==> config.mk <==
export PLATFORM = sky130hd
export DESIGN_NAME = fault_retry_sequencer
export DESIGN_NICKNAME = d
export VERILOG_FILES = /design/src/frs_pkg.sv /design/src/fault_retry_sequencer.sv
export VERILOG_INCLUDE_DIRS = /design/src /design/src/src
export SDC_FILE = /design/constraint.sdc
export NUM_CORES = 1
export LEC_CHECK = 0
export BUFFER_PORTS_ARGS = -buffer_cell sky130_fd_sc_hd__buf_2
export CORE_MARGIN = 2
export CORE_UTILIZATION = 30
export CTS_CLUSTER_SIZE = 12
export DETAILED_ROUTE_END_ITERATION = 6
export SYNTH_ARGS = -nofsm -noshare
export SYNTH_HDL_FRONTEND = slang
export SYNTH_SLANG_ARGS = --single-unit
==> constraint.sdc <==
create_clock -name sys_clk -period 4.87 [get_ports sys_clk]
set_input_delay 0.2435 -clock sys_clk [delete_from_list [all_inputs] [get_ports sys_clk]]
set_output_delay 0.2435 -clock sys_clk [all_outputs]
set_load 0.02 [all_outputs]
==> src/frs_map.svh <==
// Purpose: register offsets, reset values and timing counts for the fault retry sequencer
// Assumes: 50 MHz system clock
// Notes:   wait time register is in units of 0.1 s
`ifndef FRS_MAP_SVH
`define FRS_MAP_SVH
`define FRS_OFF_FAULT_SELECT  4'h0
`define FRS_OFF_LIMIT         4'h1
`define FRS_OFF_WAIT_TIME     4'h2
`define FRS_OFF_SUCCESS_COUNT 4'h3
`define FRS_OFF_STATUS        4'h4
`define FRS_OFF_IRQ_STATUS    4'h5
`define FRS_OFF_IRQ_MASK      4'h6
`define FRS_OFF_CONTROL       4'h7
`define FRS_WAIT_RESET        16'h000A
`define FRS_WAIT_MIN          16'h0001
`define FRS_WAIT_MAX          16'h0E10
`define FRS_TENTH_SEC_NS      100000000
`define FRS_CLK_PERIOD_NS     20
`define FRS_TENTH_SEC_CYCLES  (`FRS_TENTH_SEC_NS / `FRS_CLK_PERIOD_NS)
`define FRS_LIMIT_OFFSET      16'h0064
`define FRS_COAST_NONE        16'h270F
`define FRS_IRQ_RETRY         0
`define FRS_IRQ_SUCCESS       1
`define FRS_IRQ_EXCESS        2
`define FRS_IRQ_ABANDON       3
`endif

==> src/frs_pkg.sv <==
// Purpose: types of the fault retry sequencer
// Assumes: nothing
// Notes:   fault vector bit order is fixed by frs_fault_idx_t
package frs_pkg;
	typedef enum logic [3:0] {
		FRS_F_OC1 = 4'h0, FRS_F_OC2 = 4'h1, FRS_F_OC3 = 4'h2,
		FRS_F_OV1 = 4'h3, FRS_F_OV2 = 4'h4, FRS_F_OV3 = 4'h5,
		FRS_F_THM = 4'h6, FRS_F_THT = 4'h7, FRS_F_BE  = 4'h8,
		FRS_F_GF  = 4'h9, FRS_F_OLT = 4'hA, FRS_F_OPT = 4'hB,
		FRS_F_OP1 = 4'hC, FRS_F_PSF = 4'hD, FRS_F_ILF = 4'hE
	} frs_fault_idx_t;
	typedef enum logic [2:0] {
		FRS_RUN    = 3'b000,
		FRS_WAIT   = 3'b001,
		FRS_WATCH  = 3'b010,
		FRS_LOCKED = 3'b011,
		FRS_EXCESS = 3'b100
	} frs_state_t;
	typedef struct packed {
		logic [3:0]  addr;
		logic [15:0] wdata;
		logic        wr;
		logic        rd;
	} frs_bus_req_t;
endpackage

==> src/fault_retry_sequencer.sv <==
// Purpose: automatic fault retry sequencer of a motor drive
// Assumes: fault inputs are asynchronous levels from the detectors; bus on sys_clk
// Notes:   retry wait register is in 0.1 s steps, values clamped to 0.1 to 360 s
// Function
// - After a trip and the wait, the fault is cleared and output restarts at start frequency.
// - A retry limit of zero disables retries.
// - Limits 1 to 10 give the retry count and keep the fault output low during retry.
// - Limits 101 to 110 give the count minus 100 and keep the fault output high during retry.
// - Failures beyond the allowed count raise the retry-excess fault and trip until an external reset.
// - The wait is programmable from 0.1 s to 360 s and is 1 s after power-up.
// - Fault-free running for over four waits after a retry start adds one success.
// - A successful retry clears the consecutive failure count.
// - The success counter reads the total successes and a write of zero clears it.
// - Only faults enabled by the fault select setting are retried.
// - Select 0 all, 1 overcurrent, 2 overvoltage, 3 both, 4 all but overloads, 5 OC accel/decel.
// - Only the first fault of a retry sequence is recorded for the retry reset.
// - A retry reset keeps thermal and brake duty data, unlike power-on reset.
// - No retry when the parameter storage fault is seen at power-on.
// - A non-retryable fault during the wait abandons the retry and keeps its indication.
// - With automatic restart selected, a retry restarts with the power-failure timing.
//
// Design decisions made here: the register addresses and the plain strobed port.
`timescale 1ns/1ns
`include "frs_map.svh"
module fault_retry_sequencer
	import frs_pkg::*;
#(
	parameter int NUM_FAULTS   = 15,
	parameter int TENTH_CYCLES = `FRS_TENTH_SEC_CYCLES
) (
	input  wire logic                  sys_clk,
	input  wire logic                  reset,
	input  wire frs_bus_req_t          busReq,
	output logic [15:0]                busRdata,
	input  wire logic [NUM_FAULTS-1:0] faultIn,
	input  wire logic                  powerOnDone,
	input  wire logic [15:0]           restartCoastTime,
	input  wire logic                  externalReset,
	output logic                       driveTripped,
	output logic                       faultOutput,
	output logic                       faultClearPulse,
	output logic                       restartFromStart,
	output logic                       usePowerFailTiming,
	output logic                       keepThermalData,
	output logic [NUM_FAULTS-1:0]      retryFaultRecord,
	output logic                       retryExcessFault,
	output logic                       irq
);
	logic [NUM_FAULTS-1:0] faultMeta;
	logic [NUM_FAULTS-1:0] faultSync;
	logic [NUM_FAULTS-1:0] faultPrev;
	logic                  extMeta;
	logic                  extSync;
	logic [15:0]           retryFaultSelect;
	logic [15:0]           retryLimit;
	logic [15:0]           retryWaitTime;
	logic [15:0]           retrySuccessCount;
	logic [3:0]            irqStatus;
	logic [3:0]            irqMask;
	logic                  psfAtPowerOn;
	logic                  powerOnSeen;
	frs_state_t            state;
	logic [3:0]            failCount;
	logic [31:0]           tickCount;
	logic [15:0]           tenthCount;
	logic [17:0]           watchTenths;
	logic [NUM_FAULTS-1:0] enabledMask;
	logic [NUM_FAULTS-1:0] newFault;
	logic                  anyFault;
	logic                  anyNewFault;
	logic                  newRetryable;
	logic                  newBlocked;
	logic [3:0]            allowedCount;
	logic                  retryActive;
	logic                  failFlag;
	logic [15:0]           waitClamped;
	logic                  tenthTick;
	logic                  evRetry;
	logic                  evSuccess;
	logic                  evExcess;
	logic                  evAbandon;
	logic [3:0]            irqEvents;
	logic [15:0]           next_rdata;
	localparam logic [NUM_FAULTS-1:0] OC_MASK   = NUM_FAULTS'(15'h0007);
	localparam logic [NUM_FAULTS-1:0] OV_MASK   = NUM_FAULTS'(15'h0038);
	localparam logic [NUM_FAULTS-1:0] OL_MASK   = NUM_FAULTS'(15'h00C0);
	localparam logic [NUM_FAULTS-1:0] ALL_MASK  = NUM_FAULTS'(15'h7FFF);
	localparam logic [NUM_FAULTS-1:0] OCAD_MASK = NUM_FAULTS'(15'h0005);

	// Two-flop synchronisers on the detector and reset pins
	always_ff @(posedge sys_clk) begin
		if (reset) begin
			faultMeta <= '0;
			faultSync <= '0;
			faultPrev <= '0;
			extMeta   <= 1'b0;
			extSync   <= 1'b0;
		end else begin
			faultMeta <= faultIn;
			faultSync <= faultMeta;
			faultPrev <= faultSync;
			extMeta   <= externalReset;
			extSync   <= extMeta;
		end
	end

	always_comb begin
		case (retryFaultSelect)
			16'h0000: enabledMask = ALL_MASK;
			16'h0001: enabledMask = OC_MASK;
			16'h0002: enabledMask = OV_MASK;
			16'h0003: enabledMask = OC_MASK | OV_MASK;
			16'h0004: enabledMask = ALL_MASK & ~OL_MASK;
			16'h0005: enabledMask = OCAD_MASK;
			default:  enabledMask = '0;
		endcase
	end

	assign newFault    = faultSync & ~faultPrev;
	assign anyFault    = |faultSync;
	assign anyNewFault = |newFault;
	assign newRetryable = anyNewFault && ((newFault & ~enabledMask) == '0);
	// storage fault seen at power-on blocks retries of a new storage fault
	assign newBlocked = psfAtPowerOn && newFault[FRS_F_PSF];

	// allowed count from the limit setting
	always_comb begin
		allowedCount = 4'h0;
		if (retryLimit >= 16'h0001 && retryLimit <= 16'h000A) begin
			allowedCount = retryLimit[3:0];
		end else if (retryLimit >= 16'h0065 && retryLimit <= 16'h006E) begin
			allowedCount = 4'((retryLimit - `FRS_LIMIT_OFFSET));
		end
	end
	// zero or invalid limit disables retries
	assign retryActive = (allowedCount != 4'h0);
	assign failFlag    = (retryLimit >= 16'h0065);

	// clamp to 0.1 s .. 360 s
	assign waitClamped = (retryWaitTime < `FRS_WAIT_MIN) ? `FRS_WAIT_MIN :
		(retryWaitTime > `FRS_WAIT_MAX) ? `FRS_WAIT_MAX : retryWaitTime;

	always_ff @(posedge sys_clk) begin
		if (reset) begin
			tickCount <= '0;
		end else if (tickCount == 32'(TENTH_CYCLES - 1)) begin
			tickCount <= '0;
		end else begin
			tickCount <= tickCount + 32'h00000001;
		end
	end
	assign tenthTick = (tickCount == 32'(TENTH_CYCLES - 1));

	// Power-on check of the storage fault, taken once after release
	always_ff @(posedge sys_clk) begin
		if (reset) begin
			powerOnSeen  <= 1'b0;
			psfAtPowerOn <= 1'b0;
		end else if (!powerOnSeen && powerOnDone) begin
			powerOnSeen  <= 1'b1;
			psfAtPowerOn <= faultSync[FRS_F_PSF];
		end
	end

	// Sequencer
	always_ff @(posedge sys_clk) begin
		if (reset) begin
			state            <= FRS_RUN;
			failCount        <= 4'h0;
			tenthCount       <= 16'h0000;
			watchTenths      <= 18'h00000;
			driveTripped     <= 1'b0;
			faultClearPulse  <= 1'b0;
			restartFromStart <= 1'b0;
			retryFaultRecord <= '0;
			retryExcessFault <= 1'b0;
			evRetry          <= 1'b0;
			evSuccess        <= 1'b0;
			evExcess         <= 1'b0;
			evAbandon        <= 1'b0;
		end else begin
			faultClearPulse  <= 1'b0;
			restartFromStart <= 1'b0;
			evRetry          <= 1'b0;
			evSuccess        <= 1'b0;
			evExcess         <= 1'b0;
			evAbandon        <= 1'b0;
			case (state)
				FRS_RUN, FRS_WATCH: begin
					if (state == FRS_WATCH && tenthTick) begin
						watchTenths <= watchTenths + 18'h00001;
					end
					if (anyNewFault) begin
						driveTripped <= 1'b1;
						tenthCount   <= 16'h0000;
						// keep only the first fault of the sequence
						if (failCount == 4'h0 && state == FRS_RUN) begin
							retryFaultRecord <= newFault;
						end
						if (!retryActive || !newRetryable || newBlocked) begin
							state <= FRS_LOCKED;
						end else if (failCount >= allowedCount) begin
							state            <= FRS_EXCESS;
							retryExcessFault <= 1'b1;
							evExcess         <= 1'b1;
						end else begin
							state <= FRS_WAIT;
						end
					// success after more than four waits
					end else if (state == FRS_WATCH &&
						watchTenths > {waitClamped, 2'b00}) begin
						state     <= FRS_RUN;
						evSuccess <= 1'b1;
						failCount <= 4'h0;
					end
				end
				FRS_WAIT: begin
					if (tenthTick) begin
						tenthCount <= tenthCount + 16'h0001;
					end
					if (anyNewFault && !newRetryable) begin
						state     <= FRS_LOCKED;
						evAbandon <= 1'b1;
					// clear fault and restart from start frequency
					end else if (tenthCount >= waitClamped) begin
						state            <= FRS_WATCH;
						driveTripped     <= 1'b0;
						faultClearPulse  <= 1'b1;
						restartFromStart <= 1'b1;
						failCount        <= failCount + 4'h1;
						watchTenths      <= 18'h00000;
						evRetry          <= 1'b1;
					end
				end
				default: begin
					// only an external reset leaves a locked trip
					if (extSync && !anyFault) begin
						state            <= FRS_RUN;
						driveTripped     <= 1'b0;
						retryExcessFault <= 1'b0;
						failCount        <= 4'h0;
						retryFaultRecord <= '0;
					end
				end
			endcase
		end
	end

	assign faultOutput = (state == FRS_LOCKED || state == FRS_EXCESS) ||
		(state == FRS_WAIT && failFlag);
	// power-failure restart timing when coast time set
	assign usePowerFailTiming = restartFromStart && (restartCoastTime != `FRS_COAST_NONE);
	// retry reset preserves thermal and brake data
	assign keepThermalData = faultClearPulse;

	// Interrupts: set wins over a write-one clear
	assign irqEvents = {evAbandon, evExcess, evSuccess, evRetry};
	always_ff @(posedge sys_clk) begin
		if (reset) begin
			irqStatus <= 4'h0;
		end else if (busReq.wr && busReq.addr == `FRS_OFF_IRQ_STATUS) begin
			irqStatus <= (irqStatus & ~busReq.wdata[3:0]) | irqEvents;
		end else begin
			irqStatus <= irqStatus | irqEvents;
		end
	end
	assign irq = |(irqStatus & irqMask);

	// Register writes
	always_ff @(posedge sys_clk) begin
		if (reset) begin
			retryFaultSelect <= 16'h0000;
			retryLimit       <= 16'h0000;
			retryWaitTime    <= `FRS_WAIT_RESET;
			irqMask          <= 4'h0;
		end else if (busReq.wr) begin
			if (busReq.addr == `FRS_OFF_FAULT_SELECT) begin
				retryFaultSelect <= busReq.wdata;
			end else if (busReq.addr == `FRS_OFF_LIMIT) begin
				retryLimit <= busReq.wdata;
			end else if (busReq.addr == `FRS_OFF_WAIT_TIME) begin
				retryWaitTime <= busReq.wdata;
			end else if (busReq.addr == `FRS_OFF_IRQ_MASK) begin
				irqMask <= busReq.wdata[3:0];
			end
		end
	end

	// success counter, a clear with an increment in the same cycle gives one
	always_ff @(posedge sys_clk) begin
		if (reset) begin
			retrySuccessCount <= 16'h0000;
		end else if (evSuccess) begin
			retrySuccessCount <= (busReq.wr && busReq.addr == `FRS_OFF_SUCCESS_COUNT &&
				busReq.wdata == 16'h0000) ? 16'h0001 : retrySuccessCount + 16'h0001;
		end else if (busReq.wr && busReq.addr == `FRS_OFF_SUCCESS_COUNT &&
			busReq.wdata == 16'h0000) begin
			retrySuccessCount <= 16'h0000;
		end
	end

	always_comb begin
		next_rdata = 16'h0000;
		if (busReq.addr == `FRS_OFF_FAULT_SELECT) begin
			next_rdata = retryFaultSelect;
		end else if (busReq.addr == `FRS_OFF_LIMIT) begin
			next_rdata = retryLimit;
		end else if (busReq.addr == `FRS_OFF_WAIT_TIME) begin
			next_rdata = retryWaitTime;
		end else if (busReq.addr == `FRS_OFF_SUCCESS_COUNT) begin
			next_rdata = retrySuccessCount;
		end else if (busReq.addr == `FRS_OFF_STATUS) begin
			next_rdata = {8'h00, failCount, retryExcessFault, state};
		end else if (busReq.addr == `FRS_OFF_IRQ_STATUS) begin
			next_rdata = {12'h000, irqStatus};
		end else if (busReq.addr == `FRS_OFF_IRQ_MASK) begin
			next_rdata = {12'h000, irqMask};
		end
	end
	always_ff @(posedge sys_clk) begin
		if (reset) begin
			busRdata <= 16'h0000;
		end else begin
			busRdata <= busReq.rd ? next_rdata : 16'h0000;
		end
	end

	AST_EXCESS_LOCK: assert property (@(posedge sys_clk) disable iff (reset)
		(state == FRS_EXCESS) && !extSync |=> (state == FRS_EXCESS))
		else $error("Excess trip left without reset");
	AST_NO_RETRY_ZERO: assert property (@(posedge sys_clk) disable iff (reset)
		(retryLimit == 16'h0000) |-> !evRetry)
		else $error("Retry while disabled");
	AST_CLEAR_RESTART: assert property (@(posedge sys_clk) disable iff (reset)
		(state == FRS_WAIT) && !anyNewFault && (tenthCount >= waitClamped)
		|=> faultClearPulse && restartFromStart && (state == FRS_WATCH))
		else $error("Retry did not restart");
	AST_FAULT_LOW: assert property (@(posedge sys_clk) disable iff (reset)
		(state == FRS_WAIT) && (retryLimit <= 16'h000A) |-> !faultOutput)
		else $error("Fault output during silent retry");
	AST_FAULT_HIGH: assert property (@(posedge sys_clk) disable iff (reset)
		(state == FRS_WAIT) && (retryLimit >= 16'h0065) |-> faultOutput)
		else $error("No fault output during retry");
	AST_EXCESS_RAISE: assert property (@(posedge sys_clk) disable iff (reset)
		(state == FRS_RUN || state == FRS_WATCH) && anyNewFault && retryActive &&
		newRetryable && !newBlocked && (failCount >= allowedCount)
		|=> retryExcessFault && (state == FRS_EXCESS))
		else $error("Excess fault missing");
	AST_SUCCESS_CLEAR: assert property (@(posedge sys_clk) disable iff (reset)
		evSuccess |-> (failCount == 4'h0) && (state == FRS_RUN))
		else $error("Failures not cleared on success");
	AST_ABANDON: assert property (@(posedge sys_clk) disable iff (reset)
		(state == FRS_WAIT) && anyNewFault && !newRetryable |=> (state == FRS_LOCKED))
		else $error("Retry not abandoned");
	AST_COUNT_UP: assert property (@(posedge sys_clk) disable iff (reset)
		evSuccess && !busReq.wr && (retrySuccessCount != 16'hFFFF)
		|=> retrySuccessCount == $past(retrySuccessCount) + 16'h0001)
		else $error("Success count not advanced");
endmodule // fault_retry_sequencer

==> impl_metrics.prom <==
# TYPE chip_impl_metric gauge
chip_impl_metric{name="route.detailed.vias_per_inst",unit=""} 5.132
chip_impl_metric{name="detailroute.via_count",unit=""} 9443
chip_impl_metric{name="core-area",unit="sq um"} 35480
chip_impl_metric{name="gr-usage-met3",unit="%"} 2.453
chip_impl_metric{name="antenna_violations_before_repair",unit=""} 1
chip_impl_metric{name="drt-wirelength-per-cell",unit="um"} 15.71
chip_impl_metric{name="drv_cap",unit=""} 0
chip_impl_metric{name="synth-edff-count",unit=""} 0
chip_impl_metric{name="synth_top_area_share",unit="%"} 42.82
chip_impl_metric{name="met2_usage",unit="%"} 24.21
chip_impl_info{name="endpoint_kind",value="flop"} 1
chip_impl_metric{name="yosys.area_share.xor_xnor",unit="%"} 5.028
chip_impl_info{name="grt_setup_unrepaired",value="false"} 1
chip_impl_metric{name="post_cts.resized_instances",unit=""} 0
chip_impl_metric{name="clock_tree.htree_level_count",unit=""} 1
chip_impl_metric{name="count_of_mapped_cells_out_of_synthesis",unit=""} 1266
chip_impl_info{name="yosys_most_used_dff",value="sky130_fd_sc_hd__dfxtp_1"} 1
chip_impl_metric{name="regToRegSetupSlack",unit="ps"} 730
chip_impl_metric{name="cts_buffers",unit=""} 25
chip_impl_metric{name="antenna-diode-count",unit=""} 0
chip_impl_info{name="synth_top_cells_by_count",value="sky130_fd_sc_hd__dfxtp_1 (231), sky130_fd_sc_hd__nand2_1 (179), sky130_fd_sc_hd__nor2_1 (142)"} 1
chip_impl_metric{name="power.ir.vdd_worst",unit="mV"} 0.2350
chip_impl_metric{name="syn_to_final_growth",unit="%"} 17.54
chip_impl_metric{name="min_period",unit="ps"} 4142
chip_impl_metric{name="transition_at_the_pin_with_the_smallest_max_transition_slack",unit="ps"} 988.2
chip_impl_metric{name="ant_nets",unit=""} 0
chip_impl_metric{name="fillers",unit=""} 3633
chip_impl_metric{name="cp_data_arrival_time",unit="ps"} 4570
chip_impl_metric{name="io-pin-count",unit=""} 96
chip_impl_metric{name="dr_iter_0_viols",unit=""} 683
chip_impl_metric{name="post_synth_mux_area_share",unit="%"} 3.209
chip_impl_metric{name="stdcell_count",unit=""} 1840
chip_impl_metric{name="synth_adder_area_share",unit="%"} 5.561
chip_impl_metric{name="fin_worst_hold_slack",unit="ps"} 21.38
chip_impl_info{name="cts.root.buffer_cell",value="sky130_fd_sc_hd__clkbuf_16"} 1
chip_impl_metric{name="synth-seq-area-share",unit="%"} 42.82
chip_impl_metric{name="setup_slack",unit="ps"} 728.2
chip_impl_metric{name="place_congestion",unit=""} 0.9132
chip_impl_info{name="critical_path_source_type",value="flop"} 1
chip_impl_metric{name="final-setup-viol-count",unit=""} 0
chip_impl_metric{name="num_rows",unit=""} 69
chip_impl_metric{name="placed_cells",unit=""} 1777
chip_impl_metric{name="cts_buffer_depth",unit=""} 3
chip_impl_metric{name="grt_start_max_net_pins",unit=""} 100
chip_impl_metric{name="synth_seq_cells",unit=""} 231
chip_impl_metric{name="die-width",unit="um"} 193.7
chip_impl_metric{name="async_reset_ff_share",unit="%"} 0
chip_impl_metric{name="worst_ep_required_time",unit="ps"} 5300
chip_impl_metric{name="totalNegativeSetupSlack",unit="ps"} 0
chip_impl_metric{name="power_per_cell_area",unit="nW/um^2"} 332.3
chip_impl_info{name="critical_path_class",value="reg -> reg"} 1
chip_impl_metric{name="dr.pass1.iters",unit=""} 6
chip_impl_metric{name="final_design_area_no_fill",unit="sq um"} 12690
chip_impl_info{name="synth_area_leaders",value="sky130_fd_sc_hd__dfxtp_1 (43%), sky130_fd_sc_hd__nand2_1 (6.2%), sky130_fd_sc_hd__ha_1 (5.6%)"} 1
chip_impl_metric{name="power.leakage",unit="nW"} 4.828
chip_impl_info{name="hold_end",value="retryLimit[11]"} 1
chip_impl_metric{name="synth_simple_gate_area_share",unit="%"} 27.28
chip_impl_info{name="hold_path_startpoint",value="busReq[13]"} 1
chip_impl_metric{name="global_route.overflow_total",unit=""} 0
chip_impl_metric{name="start_util",unit="%"} 30.44
chip_impl_metric{name="comb_power_share",unit="%"} 11.4
chip_impl_info{name="tritoncts",value="yes"} 1
chip_impl_metric{name="worst_skew_pair.late_latency",unit="ps"} 540
chip_impl_metric{name="cts.sinks",unit=""} 231
chip_impl_metric{name="dpl_cell_area",unit="sq um"} 11720
chip_impl_info{name="setup.worst_path.start",value="retryWaitTime[0]"} 1
chip_impl_metric{name="dieHeight",unit="um"} 193.7
chip_impl_metric{name="drive_above_1_share",unit="%"} 12.91
chip_impl_metric{name="timing.reg2reg.worst_path_depth",unit=""} 12
chip_impl_metric{name="layout.core_utilization",unit="%"} 35.78
chip_impl_metric{name="die-area",unit="sq um"} 37540
chip_impl_metric{name="track_usage",unit="%"} 15.14
chip_impl_metric{name="hold_violations",unit=""} 0
chip_impl_metric{name="power.clock.fraction",unit="%"} 41.7
chip_impl_metric{name="synth_compound_area_share",unit="%"} 13.02
chip_impl_metric{name="synth.distinct_cells",unit=""} 79
chip_impl_metric{name="max_freq",unit="GHz"} 0.2414
chip_impl_metric{name="place.port_buffers",unit=""} 95
chip_impl_metric{name="drt-total-wl",unit="um"} 28910
chip_impl_metric{name="place.detailed.hpwl",unit="um"} 20880
chip_impl_metric{name="avgSynthCellArea",unit="sq um"} 8.531
chip_impl_metric{name="finalPower",unit="mW"} 4.218
chip_impl_metric{name="netlist_area",unit="sq um"} 10800
chip_impl_metric{name="drc",unit=""} 0
chip_impl_metric{name="post_placement_setup_slack",unit="ps"} 768.6
chip_impl_metric{name="fin_nets",unit=""} 1471
chip_impl_metric{name="share_seq_of_total_power",unit="%"} 46.9
chip_impl_info{name="largest_family_of_logic_cells_by_synthesized_area",value="simple AND/OR/NAND/NOR gates"} 1
chip_impl_metric{name="cts.reportedPaths.clkPinSlew",unit="ps"} 60
chip_impl_metric{name="final-max-slew-violation-count",unit=""} 0
chip_impl_info{name="outcome",value="finished clean"} 1
chip_impl_metric{name="worst_clock_skew",unit="ps"} 18.02
chip_impl_metric{name="first_pass_grt_wire_length",unit="um"} 47610
chip_impl_info{name="hold_path.class",value="in -> reg"} 1
chip_impl_metric{name="yosys_warnings",unit=""} 0
chip_impl_metric{name="internal-power",unit="mW"} 3.080
chip_impl_metric{name="groute.layer.met1.usage",unit="%"} 20.63
chip_impl_metric{name="post-route-period-util",unit="%"} 85.05
chip_impl_info{name="yosysMostFrequentCell",value="sky130_fd_sc_hd__dfxtp_1"} 1
chip_impl_metric{name="maxSlewHeadroom",unit="%"} 34.12
chip_impl_info{name="synth_largest_area_cell",value="sky130_fd_sc_hd__dfxtp_1"} 1
chip_impl_metric{name="min_delay_path_depth",unit=""} 3
chip_impl_info{name="crit-reg2reg-capture",value="watchTenths[9]"} 1
chip_impl_info{name="regToRegStartpoint",value="retryWaitTime[0]"} 1
chip_impl_metric{name="p_sw_share",unit="%"} 26.98
chip_impl_metric{name="critical_path.max_fanout",unit=""} 9
chip_impl_metric{name="power.switching",unit="mW"} 1.138
chip_impl_metric{name="via_count_of_the_first_global_routing_pass",unit=""} 9116
chip_impl_info{name="grt_most_used_layer",value="met2"} 1
-- logic make-up (layout without fill, tap and decap cells) --
group / Yosys count / in the layout
buffers and inverters: 85 / 191
XOR/XNOR: 62 / 62
AND/OR/NAND/NOR: 598 / 598
AO/OA/AOI/OAI: 209 / 209
adder cells (fa/ha/maj): 48 / 48
other: 1 / 8
multiplexers: 32 / 32
flip-flops: 231 / 231
-- worst max-delay path, cell delays in order (launching register included) --
cell                        delay, ps
sky130_fd_sc_hd__dfxtp_1          330
sky130_fd_sc_hd__or4_1            550
sky130_fd_sc_hd__a21o_1           200
sky130_fd_sc_hd__a41oi_1          570
sky130_fd_sc_hd__nand2_1          220
sky130_fd_sc_hd__ha_1             330
sky130_fd_sc_hd__o2111ai_1        100
sky130_fd_sc_hd__a311oi_1         270
sky130_fd_sc_hd__nor2_1            80
sky130_fd_sc_hd__a21oi_1          650
sky130_fd_sc_hd__nand4_1          170
sky130_fd_sc_hd__o32ai_1          190
sky130_fd_sc_hd__mux2_2           360
-- power groups by stage --
stage / clock network [mW] / registers [mW] / logic, mW
2_1_floorplan: 0 / 2.01 / 0.303
3_3_place_gp: 0 / 2.02 / 0.462
3_5_place_dp: 0 / 2.02 / 0.465
4_1_cts: 1.80 / 1.98 / 0.483
5_1_grt: 1.87 / 1.98 / 0.531
6_report: 1.76 / 1.98 / 0.482
-- flip-flops by register name, indices dropped and copies added (netlist names), 16 cells and up --
register and cells:
busRdata 16, tickCount 32, retrySuccessCount 16, retryFaultSelect 16, retryLimit 16, retryWaitTime 16
watchTenths 18, tenthCount 16
-- worst max-delay path by stage --
stage,to,slack (ps),depth (start not counted)
finish,watchTenths[9],730,12
global route,watchTenths[17],470,12
CTS,watchTenths[9],760,12
detailed placement,watchTenths[9],770,12
global placement,watchTenths[9],860,12
floorplan,watchTenths[9],1420,12
-- cells in the final DEF, fill, tap and decap left out, drive strengths merged, types with 26 or more instances in the layout --
cell type	n
inv	26
nand3	46
nand2	179
clkbuf	35
nor2b	68
xor2	46
dfxtp	231
a21oi	91
nor3	27
ha	48
nor2	142
buf	104
-- repair_timing --
| item | 4_1_cts | 5_1_grt |
|---|---|---|
| endpoints found under the hold margin | 30 | 0 |
| setup buffers | 0 | 0 |
| hold buffers | 23 | 0 |
-- metal layers --
| layer | wire length [um] | share of wire (%) |
|---|---|---|
| met5 | 13 | 0.045 |
| met4 | 978 | 3.4 |
| met3 | 1813 | 6.3 |
| met2 | 12900 | 45 |
| met1 | 13200 | 46 |
-- cell type report --
| cell class | count | area, sq um | area share [%] |
|---|---|---|---|
| timing repair buffer | 127 | 775.7 | 6.111 |
| tap | 461 | 576.8 | 4.544 |
| clock buffer | 35 | 693.2 | 5.460 |
| multi-input combinational | 957 | 5886 | 46.36 |
| sequential | 231 | 4624 | 36.43 |
| inverter | 24 | 90.09 | 0.7096 |
| clock inverter | 5 | 48.80 | 0.3844 |
(Power assumes the default switching activity.)
